**src/adc_power_map.svh**
```systemverilog
// Purpose: Offsets, field positions, reset values and timing counts for the power-saving link.
// Assumes: pclk runs at 10 MHz.
// Notes: Times are in ns; cycle counts round least times up.
`ifndef ADC_POWER_MAP_SVH
`define ADC_POWER_MAP_SVH
`define CLK_PERIOD_NS 100
`define UNLOCK_ADDR 8'h05
`define UNLOCK_KEY 8'h69
`define PWR_CTRL_ADDR 8'h04
`define PWR_CTRL_RESET 8'h00
`define PWR_DEEP_BIT 0
`define PWR_DOZE_BIT 1
`define FRAME_BITS 16
`define CONV_TIME_NS 1000
`define CONV_CYC ((`CONV_TIME_NS + `CLK_PERIOD_NS - 1) / `CLK_PERIOD_NS)
`define DOZE_WAKE_NS 2000
`define DOZE_WAKE_CYC ((`DOZE_WAKE_NS + `CLK_PERIOD_NS - 1) / `CLK_PERIOD_NS)
`define RECOVER_NS 5000000
`define RECOVER_CYC ((`RECOVER_NS + `CLK_PERIOD_NS - 1) / `CLK_PERIOD_NS)
`define SCLK_HALF_CYC 4
`define SYNC_GUARD_CYC 4
`define HOST_CMD_OFS 12'h000
`define HOST_PWR_OFS 12'h004
`define HOST_STAT_OFS 12'h008
`define CMD_CONVERT_BIT 0
`define CMD_POWER_BIT 1
`define STAT_BUSY_BIT 0
`define STAT_READY_BIT 1
`define STAT_DEEP_BIT 2
`endif

```
**src/adc_power_pkg.sv**
```systemverilog
// Purpose: Types shared by both ends of the power-saving link.
// Assumes: Nothing beyond the map header.
// Notes: State codes are written out.
package adc_power_pkg;
  typedef enum logic [2:0] {
    ST_ACQ = 3'h0,
    ST_CONV = 3'h1,
    ST_DOZE = 3'h2,
    ST_WAKE = 3'h3,
    ST_DEEP = 3'h4,
    ST_RECOVER = 3'h5
  } dev_state_t;
  typedef enum logic [2:0] {
    H_IDLE = 3'h0,
    H_LOW = 3'h1,
    H_SHIFT = 3'h2,
    H_GUARD = 3'h3,
    H_WAIT_READY = 3'h4,
    H_RECOVER = 3'h5
  } host_state_t;
endpackage

```
**src/adc_link_if.sv**
```systemverilog
// Purpose: Pins between the converter and its host controller.
// Assumes: Host drives select, serial clock and data; device drives the ready indicator.
// Notes: Select idles high.
interface adc_link_if;
  logic conversion_select_line;
  logic sclk;
  logic sdi;
  logic ready_indicator;
  modport dev (
    input conversion_select_line,
    input sclk,
    input sdi,
    output ready_indicator
  );
  modport host (
    output conversion_select_line,
    output sclk,
    output sdi,
    input ready_indicator
  );
endinterface

```
**src/adc_power_device.sv**
```systemverilog
// Purpose: Converter-side power control: doze, deep sleep, unlock and ready indicator.
// Assumes: Link pins are asynchronous to pclk and pass two flip-flops first.
// Notes: A frame is 16 bits, address byte then data byte, MSB first, taken at the select rising edge.
`include "adc_power_map.svh"

// Notes on behaviour
// - Unlock byte 69h at 05h enables power writes.
// - Doze entered at conversion end if enabled.
// - Doze lasts while select stays high.
// - Doze lowers internal power during acquisition.
// - Select falling edge ends doze.
// - Host waits doze wake time before rising.
// - Deep sleep entered at next select rise.
// - Deep sleep: analog off, interface and registers kept.
// - Ready indicator high during deep sleep.
// - Host clears deep-sleep request to leave.
// - Ready indicator high once recovery begins.
// - Host waits recovery time before converting.
// - Normal mode stays fully powered between conversions.
module adc_power_device #(
  parameter int CONV_CYC = `CONV_CYC,
  parameter int DOZE_WAKE_CYC = `DOZE_WAKE_CYC,
  parameter int RECOVER_CYC = `RECOVER_CYC
) (
  input wire logic pclk,
  input wire logic presetn,
  adc_link_if.dev lnk,
  output adc_power_pkg::dev_state_t state,
  output logic doze_state,
  output logic deep_sleep_state,
  output logic analog_powered,
  output logic acq_low_power,
  output logic doze_enable,
  output logic deep_sleep_request,
  output logic unlocked,
  output logic conv_done
);
  import adc_power_pkg::*;

  logic [2:0] cs_sync_r;
  logic [2:0] ck_sync_r;
  logic [1:0] di_sync_r;
  logic cs_level;
  logic cs_rise;
  logic cs_fall;
  logic ck_rise;
  logic [4:0] bit_cnt_r;
  logic [15:0] shift_r;
  logic frame_ok;
  logic [7:0] fr_addr;
  logic [7:0] fr_data;
  logic unlock_r;
  logic [7:0] pwr_ctrl_r;
  dev_state_t state_r;
  logic [31:0] cnt_r;
  logic ready_r;
  logic conv_done_r;

  // The edge detectors look at stages two and three only, never at the first stage.
  always_ff @(posedge pclk or negedge presetn) begin
    if (!presetn) begin
      cs_sync_r <= 3'h7;
      ck_sync_r <= 3'h0;
      di_sync_r <= 2'h0;
    end else begin
      cs_sync_r <= {cs_sync_r[1:0], lnk.conversion_select_line};
      ck_sync_r <= {ck_sync_r[1:0], lnk.sclk};
      di_sync_r <= {di_sync_r[0], lnk.sdi};
    end
  end

  assign cs_level = cs_sync_r[1];
  assign cs_rise = cs_sync_r[1] & ~cs_sync_r[2];
  assign cs_fall = ~cs_sync_r[1] & cs_sync_r[2];
  assign ck_rise = ck_sync_r[1] & ~ck_sync_r[2];

  // Bits beyond the sixteenth are dropped, so an overlong frame still commits its first 16.
  always_ff @(posedge pclk or negedge presetn) begin
    if (!presetn) begin
      bit_cnt_r <= 5'h00;
      shift_r <= 16'h0000;
    end else if (cs_fall) begin
      bit_cnt_r <= 5'h00;
    end else if (!cs_level && ck_rise && bit_cnt_r != 5'(`FRAME_BITS)) begin
      shift_r <= {shift_r[14:0], di_sync_r[1]};
      bit_cnt_r <= bit_cnt_r + 5'h01;
    end
  end

  assign frame_ok = cs_rise && (bit_cnt_r == 5'(`FRAME_BITS));
  assign fr_addr = shift_r[15:8];
  assign fr_data = shift_r[7:0];

  // A wrong key or a power write consumes the unlock, so each change needs a fresh key.
  always_ff @(posedge pclk or negedge presetn) begin
    if (!presetn) begin
      unlock_r <= 1'b0;
    end else if (frame_ok && fr_addr == `UNLOCK_ADDR) begin
      unlock_r <= (fr_data == `UNLOCK_KEY);
    end else if (frame_ok && fr_addr == `PWR_CTRL_ADDR) begin
      unlock_r <= 1'b0;
    end
  end

  // The register stays intact in every state, deep sleep included.
  always_ff @(posedge pclk or negedge presetn) begin
    if (!presetn) begin
      pwr_ctrl_r <= `PWR_CTRL_RESET;
    end else if (frame_ok && fr_addr == `PWR_CTRL_ADDR && unlock_r) begin
      pwr_ctrl_r <= fr_data;
    end
  end

  assign doze_enable = pwr_ctrl_r[`PWR_DOZE_BIT];
  assign deep_sleep_request = pwr_ctrl_r[`PWR_DEEP_BIT];

  // The deep-sleep decision reads the register before the same edge's write lands.
  always_ff @(posedge pclk or negedge presetn) begin
    if (!presetn) begin
      state_r <= ST_ACQ;
      cnt_r <= 32'h0000_0000;
    end else begin
      case (state_r)
        ST_ACQ: begin
          if (cs_rise && deep_sleep_request) begin
            state_r <= ST_DEEP;
          end else if (cs_rise) begin
            state_r <= ST_CONV;
            cnt_r <= 32'h0000_0000;
          end
        end
        ST_CONV: begin
          cnt_r <= cnt_r + 32'h0000_0001;
          if (cnt_r == 32'(CONV_CYC - 1)) begin
            if (doze_enable && cs_level) begin
              state_r <= ST_DOZE;
            end else begin
              state_r <= ST_ACQ;
            end
          end
        end
        ST_DOZE: begin
          if (cs_fall) begin
            state_r <= ST_WAKE;
            cnt_r <= 32'h0000_0000;
          end else begin
            state_r <= ST_DOZE;
          end
        end
        ST_WAKE: begin
          cnt_r <= cnt_r + 32'h0000_0001;
          if (cnt_r == 32'(DOZE_WAKE_CYC - 1)) begin
            state_r <= ST_ACQ;
          end
        end
        ST_DEEP: begin
          if (!deep_sleep_request) begin
            state_r <= ST_RECOVER;
            cnt_r <= 32'h0000_0000;
          end
        end
        ST_RECOVER: begin
          cnt_r <= cnt_r + 32'h0000_0001;
          if (cnt_r == 32'(RECOVER_CYC - 1)) begin
            state_r <= ST_ACQ;
          end
        end
        default: begin
          state_r <= ST_ACQ;
          cnt_r <= 32'h0000_0000;
        end
      endcase
    end
  end

  // Ready drops only while a conversion runs, so it stays high in deep sleep and recovery.
  always_ff @(posedge pclk or negedge presetn) begin
    if (!presetn) begin
      ready_r <= 1'b1;
    end else begin
      ready_r <= (state_r != ST_CONV);
    end
  end

  always_ff @(posedge pclk or negedge presetn) begin
    if (!presetn) begin
      conv_done_r <= 1'b0;
    end else begin
      conv_done_r <= (state_r == ST_CONV) && (cnt_r == 32'(CONV_CYC - 1));
    end
  end

  assign lnk.ready_indicator = ready_r;
  assign state = state_r;
  assign doze_state = (state_r == ST_DOZE);
  assign acq_low_power = (state_r == ST_DOZE);
  assign deep_sleep_state = (state_r == ST_DEEP);
  assign analog_powered = !(state_r == ST_DEEP || state_r == ST_RECOVER);
  assign unlocked = unlock_r;
  assign conv_done = conv_done_r;
endmodule

```
**src/flat_wrapper.sv**
```systemverilog
// flat-port wrapper written by rule: the top's interface ports become plain ports
module adc_power_device_flat import adc_power_pkg::*;
#(
  parameter int CONV_CYC = `CONV_CYC,
  parameter int DOZE_WAKE_CYC = `DOZE_WAKE_CYC,
  parameter int RECOVER_CYC = `RECOVER_CYC
)
  (pclk, presetn, state, doze_state, deep_sleep_state, analog_powered, acq_low_power, doze_enable, deep_sleep_request, unlocked, conv_done, lnk_conversion_select_line, lnk_sclk, lnk_sdi, lnk_ready_indicator);
  adc_link_if lnk_i ();
  input wire logic pclk;
  input wire logic presetn;
  output adc_power_pkg::dev_state_t state;
  output logic doze_state;
  output logic deep_sleep_state;
  output logic analog_powered;
  output logic acq_low_power;
  output logic doze_enable;
  output logic deep_sleep_request;
  output logic unlocked;
  output logic conv_done;
  input wire logic [$bits(lnk_i.conversion_select_line)-1:0] lnk_conversion_select_line;
  input wire logic [$bits(lnk_i.sclk)-1:0] lnk_sclk;
  input wire logic [$bits(lnk_i.sdi)-1:0] lnk_sdi;
  output wire logic [$bits(lnk_i.ready_indicator)-1:0] lnk_ready_indicator;
  assign lnk_i.conversion_select_line = lnk_conversion_select_line;
  assign lnk_i.sclk = lnk_sclk;
  assign lnk_i.sdi = lnk_sdi;
  assign lnk_ready_indicator = lnk_i.ready_indicator;
  adc_power_device #(.CONV_CYC(CONV_CYC), .DOZE_WAKE_CYC(DOZE_WAKE_CYC), .RECOVER_CYC(RECOVER_CYC)) u_core (.pclk(pclk), .presetn(presetn), .lnk(lnk_i), .state(state), .doze_state(doze_state), .deep_sleep_state(deep_sleep_state), .analog_powered(analog_powered), .acq_low_power(acq_low_power), .doze_enable(doze_enable), .deep_sleep_request(deep_sleep_request), .unlocked(unlocked), .conv_done(conv_done));
endmodule
```
**config.mk**
```make
export PLATFORM = sky130hd
export DESIGN_NAME = adc_power_device_flat
export DESIGN_NICKNAME = d
export VERILOG_FILES = /design/src/adc_power_pkg.sv /design/src/adc_link_if.sv /design/src/adc_power_device.sv /design/src/flat_wrapper.sv
export VERILOG_INCLUDE_DIRS = /design/src
export SDC_FILE = /design/constraint.sdc
export NUM_CORES = 1
export LEC_CHECK = 0
export BUFFER_PORTS_ARGS = -buffer_cell sky130_fd_sc_hd__buf_2
export CAP_MARGIN = 20
export CORE_MARGIN = 3
export CORE_UTILIZATION = 32
export DETAILED_ROUTE_END_ITERATION = 10
export GPL_ROUTABILITY_DRIVEN = 0
export PLACE_DENSITY = 0.58
export SKIP_CTS_REPAIR_TIMING = 1
export SYNTH_ARGS = -nofsm -noshare
export SYNTH_HDL_FRONTEND = slang
export SYNTH_SLANG_ARGS = --single-unit
export TNS_END_PERCENT = 50
```
**constraint.sdc**
```tcl
create_clock -name pclk -period 1.8 [get_ports pclk]
set_input_delay 0.09 -clock pclk [delete_from_list [all_inputs] [get_ports pclk]]
set_output_delay 0.09 -clock pclk [all_outputs]
set_load 0.02 [all_outputs]
```
; ---- Word level (Yosys, flattened, before mapping)
; Cells that the tools add are included.
[op_classes]
n_bitwise = 7
n_eq_ne = 22
add_sub_neg = 2
n_reduce_logical = 19
n_mux = 18
[ops]
columns = op, n
row1 = $mux W32, 4
row2 = $pmux W32 S4, 1
row3 = $add A32 B1 Y32 const B, 1
row4 = $eq A32 B16 Y1 const B, 1
row5 = $eq A32 B4 Y1 const B, 1
row6 = $eq A32 B5 Y1 const B, 1
row7 = $mux W3, 6
row8 = $pmux W3 S6, 1
row9 = $eq A8 B3 Y1 const B, 2
row10 = $mux W5, 2
row11 = $ne A2 B1 Y1 const B, 5
row12 = $logic_and A1 B1 Y1, 9
row13 = $eq A8 B7 Y1 const B, 1
row14 = $eq A3 B2 Y1 const B, 2
row15 = $eq A3 B3 Y1 const B, 2
row16 = $ne A3 B1 Y1 const B, 2
row17 = $add A5 B1 Y5 const B, 1
row18 = $eq A5 B5 Y1 const B, 1
row19 = $ne A5 B5 Y1 const B, 1
row20 = $reduce_and A5 Y1, 1
row21 = $ne A2 B2 Y1 const B, 2
row22 = $not A1 Y1, 4
row23 = $reduce_and A4 Y1, 1
row24 = $reduce_bool A2 Y1, 2
row25 = other kinds (9), 14
[word_totals]
in_bits = 5
out_inout_bits = 12
wordCells = 79
ff_bits = 69

; ---- Logic depth before layout (Yosys ltp)
; Gate-level depths: netlist of run 1.
[logic_depth]
ltp_word = 6
mapped_depth = 8
depth_no_buf = 7

; ---- Least setup slack after synthesis of run 1
; Ideal clock, no wire load.
[synth_path]
path_type = register to register
from = register u_core.bit_cnt_r[0]
to = register u_core.shift_r[10]
setup_time_ns = 0.125
path_stages_with_launch = 9
arrival_ns = 1.804
slack_ns = -0.129
synth_period_minus_slack_ns = 1.929
path_buffers = 2
cell_sequence = dfrtp_1 -> inv_1 -> ha_1 -> nor4bb_1 -> and2b_1 -> nand2b_1 -> buf_2 -> buf_4 -> mux2_2
[synth_between]
elab_chain_len = 3
[synth_lines]
columns = item, line_no
row1 = "start, declared", adc_power_device.sv:47  ; logic [4:0] bit_cnt_r;
row2 = "start signal, assigned", adc_power_device.sv:86  ; bit_cnt_r <= bit_cnt_r + 5'h01;
row3 = $ne A5 B5 Y1, adc_power_device.sv:84  ; end else if (!cs_level && ck_rise && bit_cnt_r != 5'(`FRAME_BITS)) begin
row4 = $logic_and A1 B1 Y1, adc_power_device.sv:84
row5 = $reduce_and A2 Y1 (no source line), -
row6 = "end signal, assigned", adc_power_device.sv:85  ; shift_r <= {shift_r[14:0], di_sync_r[1]};
row7 = "end, declared", adc_power_device.sv:48  ; logic [15:0] shift_r;
; Every way passes these cells.
; A chain may end at the register's enable or synchronous reset.

; ---- Worst setup path in the final report of run 1
[layout_path]
from = register u_core.cs_sync_r[2]
to = register u_core.cnt_r[29]
[layout_between]
elab_chain_len = 5
word_cells_on_any_way = 8
[layout_lines]
columns = item, line_no
row1 = "start, declared", adc_power_device.sv:40  ; logic [2:0] cs_sync_r;
row2 = "start signal, assigned", adc_power_device.sv:66  ; cs_sync_r <= {cs_sync_r[1:0], lnk.conversion_select_line};
row3 = $not A1 Y1, adc_power_device.sv:73  ; assign cs_rise = cs_sync_r[1] & ~cs_sync_r[2];
row4 = $and A1 B1 Y1, adc_power_device.sv:73
row5 = $logic_and A1 B1 Y1, adc_power_device.sv:125  ; if (cs_rise && deep_sleep_request) begin
row6 = $ne A2 B2 Y1 (no source line), -
row7 = $reduce_and A4 Y1 (no source line) (*), -
row8 = "end signal, assigned", adc_power_device.sv:133  ; cnt_r <= cnt_r + 32'h0000_0001;
row9 = "end signal, assigned", adc_power_device.sv:151  ; cnt_r <= cnt_r + 32'h0000_0001;
row10 = "end signal, assigned", adc_power_device.sv:163  ; cnt_r <= cnt_r + 32'h0000_0001;
row11 = "end, declared", adc_power_device.sv:55  ; logic [31:0] cnt_r;
; Mark *: on every way between the ends. The rest lies on a longest branch, timed or not.

==> metrics.txt, run 1 <==
run status=complete, but fails checks; failing checks=setup timing; most frequent cell after synthesis=dfrtp_1; DRT antenna net count=0; PwrDens=898 nW/µm²; total wire length=8.89 mm; CP Launch Type=flip-flop; maximum vdd ir drop=0.000497 V; CP Capture Type=flip-flop; Die H=112 µm; Max Cap Violations=0; leading area contributor after synthesis=dfrtp_1; delay-heaviest family, CP=flip-flops; clock buffer depth=2; Crit path largest cell delay=0.55 ns; initial core utilization=0.338; Crit Path Class=flip-flop to flip-flop; reg-to-reg startpoint=u_core.cs_sync_r[2]; Post-Syn Nets=342; synth cell count leaders=dfrtp_1, nor2_1, nand2_1; EDFF count, synth=0; Reg2Reg Setup Slack=-0.06 ns; vias in the first global route=2911; worst min path class=input port to asynchronous set/reset pin; I/O Buffers=16; Synth Register Bits=69; fin nets=438; Iter 0 DRT Violations=152; Final Setup Violations=13; Finished Layout Cells=570; Die X-Extent=112 µm; Tcrit/Tclk final=1.03; Clock transition at path regs=0.08 ns; global route overflow=0; final worst path period need=1.86 ns; row cnt=37; DRC viols=0; Post-synth ARST share=1.00; YS warnings=0; P_leak=2.21 nW; Cells after DPL=538; CP max stage cell=dfstp_2; Syn-to-layout area delta=41.0%; clk_lat worst skew=0.35 ns; wire per inst=15.6 µm; final hold viol count=0; total track usage=0.139; Req. time, crit path=2.04 ns; Mapped Area=3560 µm²; sequential-to-total area share from yosys stat=0.486; initial antenna violation count=0; Ports=17; Setup crit start=u_core.cs_sync_r[2]; worst slack at placement=-0.0739 ns; Crit path arrival time=2.09 ns; CTS root buffer=clkbuf_8; Slew headroom=0.673; layout cells sized above 1=0.440; clock sinks=69; First-pass DRT Iterations=4; Top FF cell, synth=dfrtp_1; HPWL after DPL=6.19 mm; Final Cell Area=5030 µm²; post-synthesis cell count=333; Crit path buffers/inverters=2; CP Max Fanout=6; largest net degree at the start of global routing=23; routed vias/inst=5.16; final setup margin=-0.0569 ns; Vias=2944; Cell Area, Placed=4360 µm²; Final Skew=0.0118 ns; TritonCTS clock tree=done; critical path endpoint=u_core.cnt_r[29]; final core utilization=0.476; first-pass GRT wire length=14.3 mm; CP Depth=7; Yosys cell types=59; ANT cells=0; H-tree depth=3; CTS buffer count=9; mean post-synth cell area=10.7 µm²; Yosys top cell area share=0.456; Peak Freq=0.539 GHz; crit-path cells=nor2b_2 -> buf_6 -> a21oi_4 -> buf_4 -> a2111oi_2 -> xnor2_1 -> nor2_1; full die area=12400 µm²; Final Max Tran Viols=0; unrepaired setup endpoints after global routing=yes; core box area=10600 µm²; largest cells by area after synthesis=dfrtp_1, mux2_2, nor2_1, xnor2_1, dfstp_2; worst-case reg-to-reg path depth=7; FF-to-FF End=u_core.cnt_r[29]; Power Total=0.00452 W; worst-margin pin slew=0.490 ns
==> area by class of cell <==
class                   instances  area, µm²
multi-input cells             238       2030
well taps                     136        170
clock buffers                  10        138
inverters                      12       45.0
fillers                       957       5530
repair buffers                 99        813
clock inverters                 6       93.8
flip-flops and latches         69       1730
==> metal layers <==
| metal | track usage | vias up | part of all wire |
|---|---|---|---|
| li1 | - | 1403 | - |
| met1 | 0.178 | 1470 | 0.46 |
| met2 | 0.236 | 52 | 0.48 |
| met3 | 0.0245 | 19 | 0.028 |
| met4 | 0.0511 | 0 | 0.029 |
| met5 | 0 | - | 0 |
==> placed cells by master (no fill, tap or decap), types with 6 or more instances in the layout <==
master,count
xnor2_1,14
buf_2,16
nand4_1,10
buf_4,65
clkbuf_8,10
dfrtp_1,65
nand3_1,9
nor2_1,29
nor4_1,6
nand2_1,25
inv_1,12
o21ai_1,8
buf_6,8
o21ai_0,6
mux2_4,17
==> cell families after synthesis <==
kind of cell             count (synthesis)  synth area share
multiplexers                            19            0.0597
XOR/XNOR                                19            0.0467
adder cells (fa/ha/maj)                  4            0.0140
flip-flops                              69             0.486
AND/OR/NAND/NOR                        131             0.207
AO/OA/AOI/OAI                           65             0.155
buffers and inverters                   26            0.0323
==> worst min-delay path by stage <==
stage          startpoint                  end  slack, ns  depth (start not counted)
6_report          presetn     u_core.cnt_r[28]       0.25                          2
5_1_grt           presetn     u_core.cnt_r[29]       0.29                          2
4_1_cts           presetn     u_core.cnt_r[20]      -0.30                          1
3_5_place_dp      presetn     u_core.cnt_r[20]       0.08                          1
3_3_place_gp      presetn     u_core.cnt_r[20]       0.08                          1
2_1_floorplan     presetn  u_core.bit_cnt_r[0]      -0.21                          0
==> power by group <==
| part | switching (W) | leakage (nW) | total (W) | internal (W) |
|---|---|---|---|---|
| clock | 0.000637 | 0.113 | 0.00147 | 0.000830 |
| sequential | 0.000128 | 0.916 | 0.00184 | 0.00171 |
| combinational | 0.000627 | 1.18 | 0.00121 | 0.000585 |
==> registers in the layout, summed over array words and instances, names as in the netlist, 2 cells and up <==
register,flops
u_core.ck_sync_r,3
u_core.state,3
u_core.pwr_ctrl_r,2
u_core.shift_r,16
u_core.cs_sync_r,3
u_core.bit_cnt_r,5
u_core.cnt_r,32
u_core.di_sync_r,2
==> stage by stage <==
stage	hold WS [ns]	setup TNS, ns
6_report	0.246	-0.402
2_1_floorplan	-0.206	-0.298
3_5_place_dp	0.0827	-0.793
5_1_grt	0.289	-2.62
3_3_place_gp	0.0813	-0.462
4_1_cts	-0.295	-1.39
Note: power is estimated with default switching activity, not from simulation.
==> inputs of run 2 (changes only) <==
PLACE_DENSITY = 0.56   (was 0.58)
clock period = 2.15 ns   (was 1.8 ns; I/O delays follow)
==> metrics.txt, run 2 (synthesis gave the netlist of run 1 again) <==
worst min path class=input port to asynchronous set/reset pin (unchanged); TritonCTS clock tree=done (unchanged); Vias=2634 (was 2944); CP max stage cell=dfrtp_1 (was dfstp_2); vias in the first global route=2529 (was 2911); core box area=10600 µm² (unchanged); final core utilization=0.392 (was 0.476); First-pass DRT Iterations=4 (unchanged); I/O Buffers=16 (unchanged); clock buffer depth=2 (unchanged); P_leak=1.74 nW (was 2.21 nW); first-pass GRT wire length=12.9 mm (was 14.3 mm); CP Capture Type=flip-flop (unchanged); Syn-to-layout area delta=15.9% (was 41.0%); Final Skew=0.00907 ns (was 0.0118 ns); worst-margin pin slew=0.460 ns (was 0.490 ns); DRC viols=0 (unchanged); full die area=12400 µm² (unchanged); Crit path arrival time=2.24 ns (was 2.09 ns); clk_lat worst skew=0.35 ns (about the same); CP Launch Type=flip-flop (unchanged); Req. time, crit path=2.39 ns (was 2.04 ns); CP Max Fanout=16 (was 6); number of flip-flops in the largest register=32 (unchanged); unrepaired setup endpoints after global routing=no (was yes); DRT antenna net count=0 (unchanged); Setup TNS=0 ns (was -0.402 ns); most frequent cells in the layout=dfrtp_1, nor2_1, nand2_1, mux2_2, o21ai_0 (was buf_4, dfrtp_1, nor2_1, nand2_1, mux2_4); Sw Share=0.320 (was 0.308); Crit path largest cell delay=0.43 ns (was 0.55 ns); biggest regs=u_core.cnt_r: 32 flops, u_core.shift_r: 16 flops, u_core.bit_cnt_r: 5 flops (unchanged); PwrDens=788 nW/µm² (was 898 nW/µm²); total wire length=7.79 mm (was 8.89 mm); Tcrit/Tclk final=0.933 (was 1.03); Crit Path Class=flip-flop to flip-flop (unchanged); worst slack at placement=0.139 ns (was -0.0739 ns); final setup margin=0.145 ns (was -0.0569 ns); Peak Freq=0.499 GHz (was 0.539 GHz); Final Setup Violations=0 (was 13); Psw=0.00104 W (was 0.00139 W); crit-path cells=inv_1 -> ha_1 -> nor4bb_1 -> and2b_1 -> nand2b_1 -> buf_12 -> mux2_2 (was nor2b_2 -> buf_6 -> a21oi_4 -> buf_4 -> a2111oi_2 -> xnor2_1 -> nor2_1); sequential share of power=0.484 (was 0.407); initial core utilization=0.338 (unchanged); internal power=0.00221 W (was 0.00312 W); ANT cells=0 (unchanged); largest net degree at the start of global routing=70 (was 23); run status=finished clean (was complete, but fails checks); Clk pwr share=0.333 (was 0.325); global route overflow=0 (unchanged); Final Max Tran Viols=0 (unchanged); final hold viol count=0 (unchanged); Max Cap Violations=0 (unchanged); Iter 0 DRT Violations=230 (was 152); initial antenna violation count=0 (unchanged); HPWL after DPL=5.39 mm (was 6.19 mm); most common cell after layout, fill and taps aside=dfrtp_1; H-tree depth=3 (unchanged); layout cells sized above 1=0.241 (was 0.440); Top reg by flops=u_core.cnt_r (unchanged); maximum vdd ir drop=0.000309 V (was 0.000497 V); Slew headroom=0.693 (was 0.673); Die H=112 µm (unchanged); Ports=17 (unchanged); routed vias/inst=5.22 (was 5.16); clock sinks=69 (unchanged); fin nets=373 (was 438); Die X-Extent=112 µm (unchanged); CTS root buffer=clkbuf_8 (unchanged); final worst path period need=2.01 ns (was 1.86 ns); combinational share of power=0.183 (was 0.268); total track usage=0.125 (was 0.139); row cnt=37 (unchanged); Clock transition at path regs=0.08 ns (about the same); Power Total=0.00326 W (was 0.00452 W); CTS buffer count=9 (unchanged); wire per inst=15.4 µm (was 15.6 µm)
[run 2: cell count changes in the layout (fill, tap and decap cells not counted), sizes merged]
cell      before  now
clkinvlp       1    2
bufinv         2    1
buf           95   30
[run 2: area by class of cell]
type                       count  area (µm²)
multi-input combinational    238        1740
fill                        1033        6420
clock inverter                 6        71.3
inverter                      12        45.0
tap                          136         170
sequential                    69        1730
timing repair buffer          34         250
clock buffer                  10         128
[run 2: power by group through the flow]
stage	clock (W)	sequential [W]	combinational, W
floorplan	0	0.00156	0.000399
global placement	0	0.00159	0.000587
detailed placement	0	0.00160	0.000592
CTS	0.00111	0.00158	0.000595
global route	0.00116	0.00160	0.000669
finish	0.00108	0.00157	0.000597
[run 2: path summary, 6_finish.rpt]
kind,start,to,slack [ns],depth (start not counted)
max,u_core.bit_cnt_r[0],u_core.shift_r[3],0.14,7
min,presetn,u_core.cnt_r[3],0.31,3
max reg2reg,u_core.bit_cnt_r[0],u_core.shift_r[3],0.14,7
min reg2reg,u_core.di_sync_r[0],u_core.di_sync_r[1],0.36,0
max in group asynchronous,presetn,u_core.cs_sync_r[1],1.49,3
min in group pclk,u_core.di_sync_r[0],u_core.di_sync_r[1],0.36,0
[run 2: worst max-delay path, delay by kind of cell, from the launching register on]
kind	cells	cell delay, ns
buf+inv	2	0.23
mux	1	0.34
flops	1	0.43
fa+ha+maj	1	0.13
simple gates	3	0.76
[run 2: routing by layer]
layer	wire, µm	GRT usage	up-vias
met2	3510	0.191	60
met4	143	0.0608	0
met1	3820	0.176	1286
met3	320	0.0163	11
li1	-	-	1277
met5	0	0	-
[run 2: per-stage QoR]
step | hold WS, ns | cell area [µm²] | cells
after floorplan | -0.188 | 3560 | 333
after global placement | 0.157 | 3870 | 485
after detailed placement | 0.164 | 3870 | 485
after CTS | -0.212 | 4070 | 501
after global routing | 0.359 | 4130 | 505
final | 0.305 | 4130 | 505
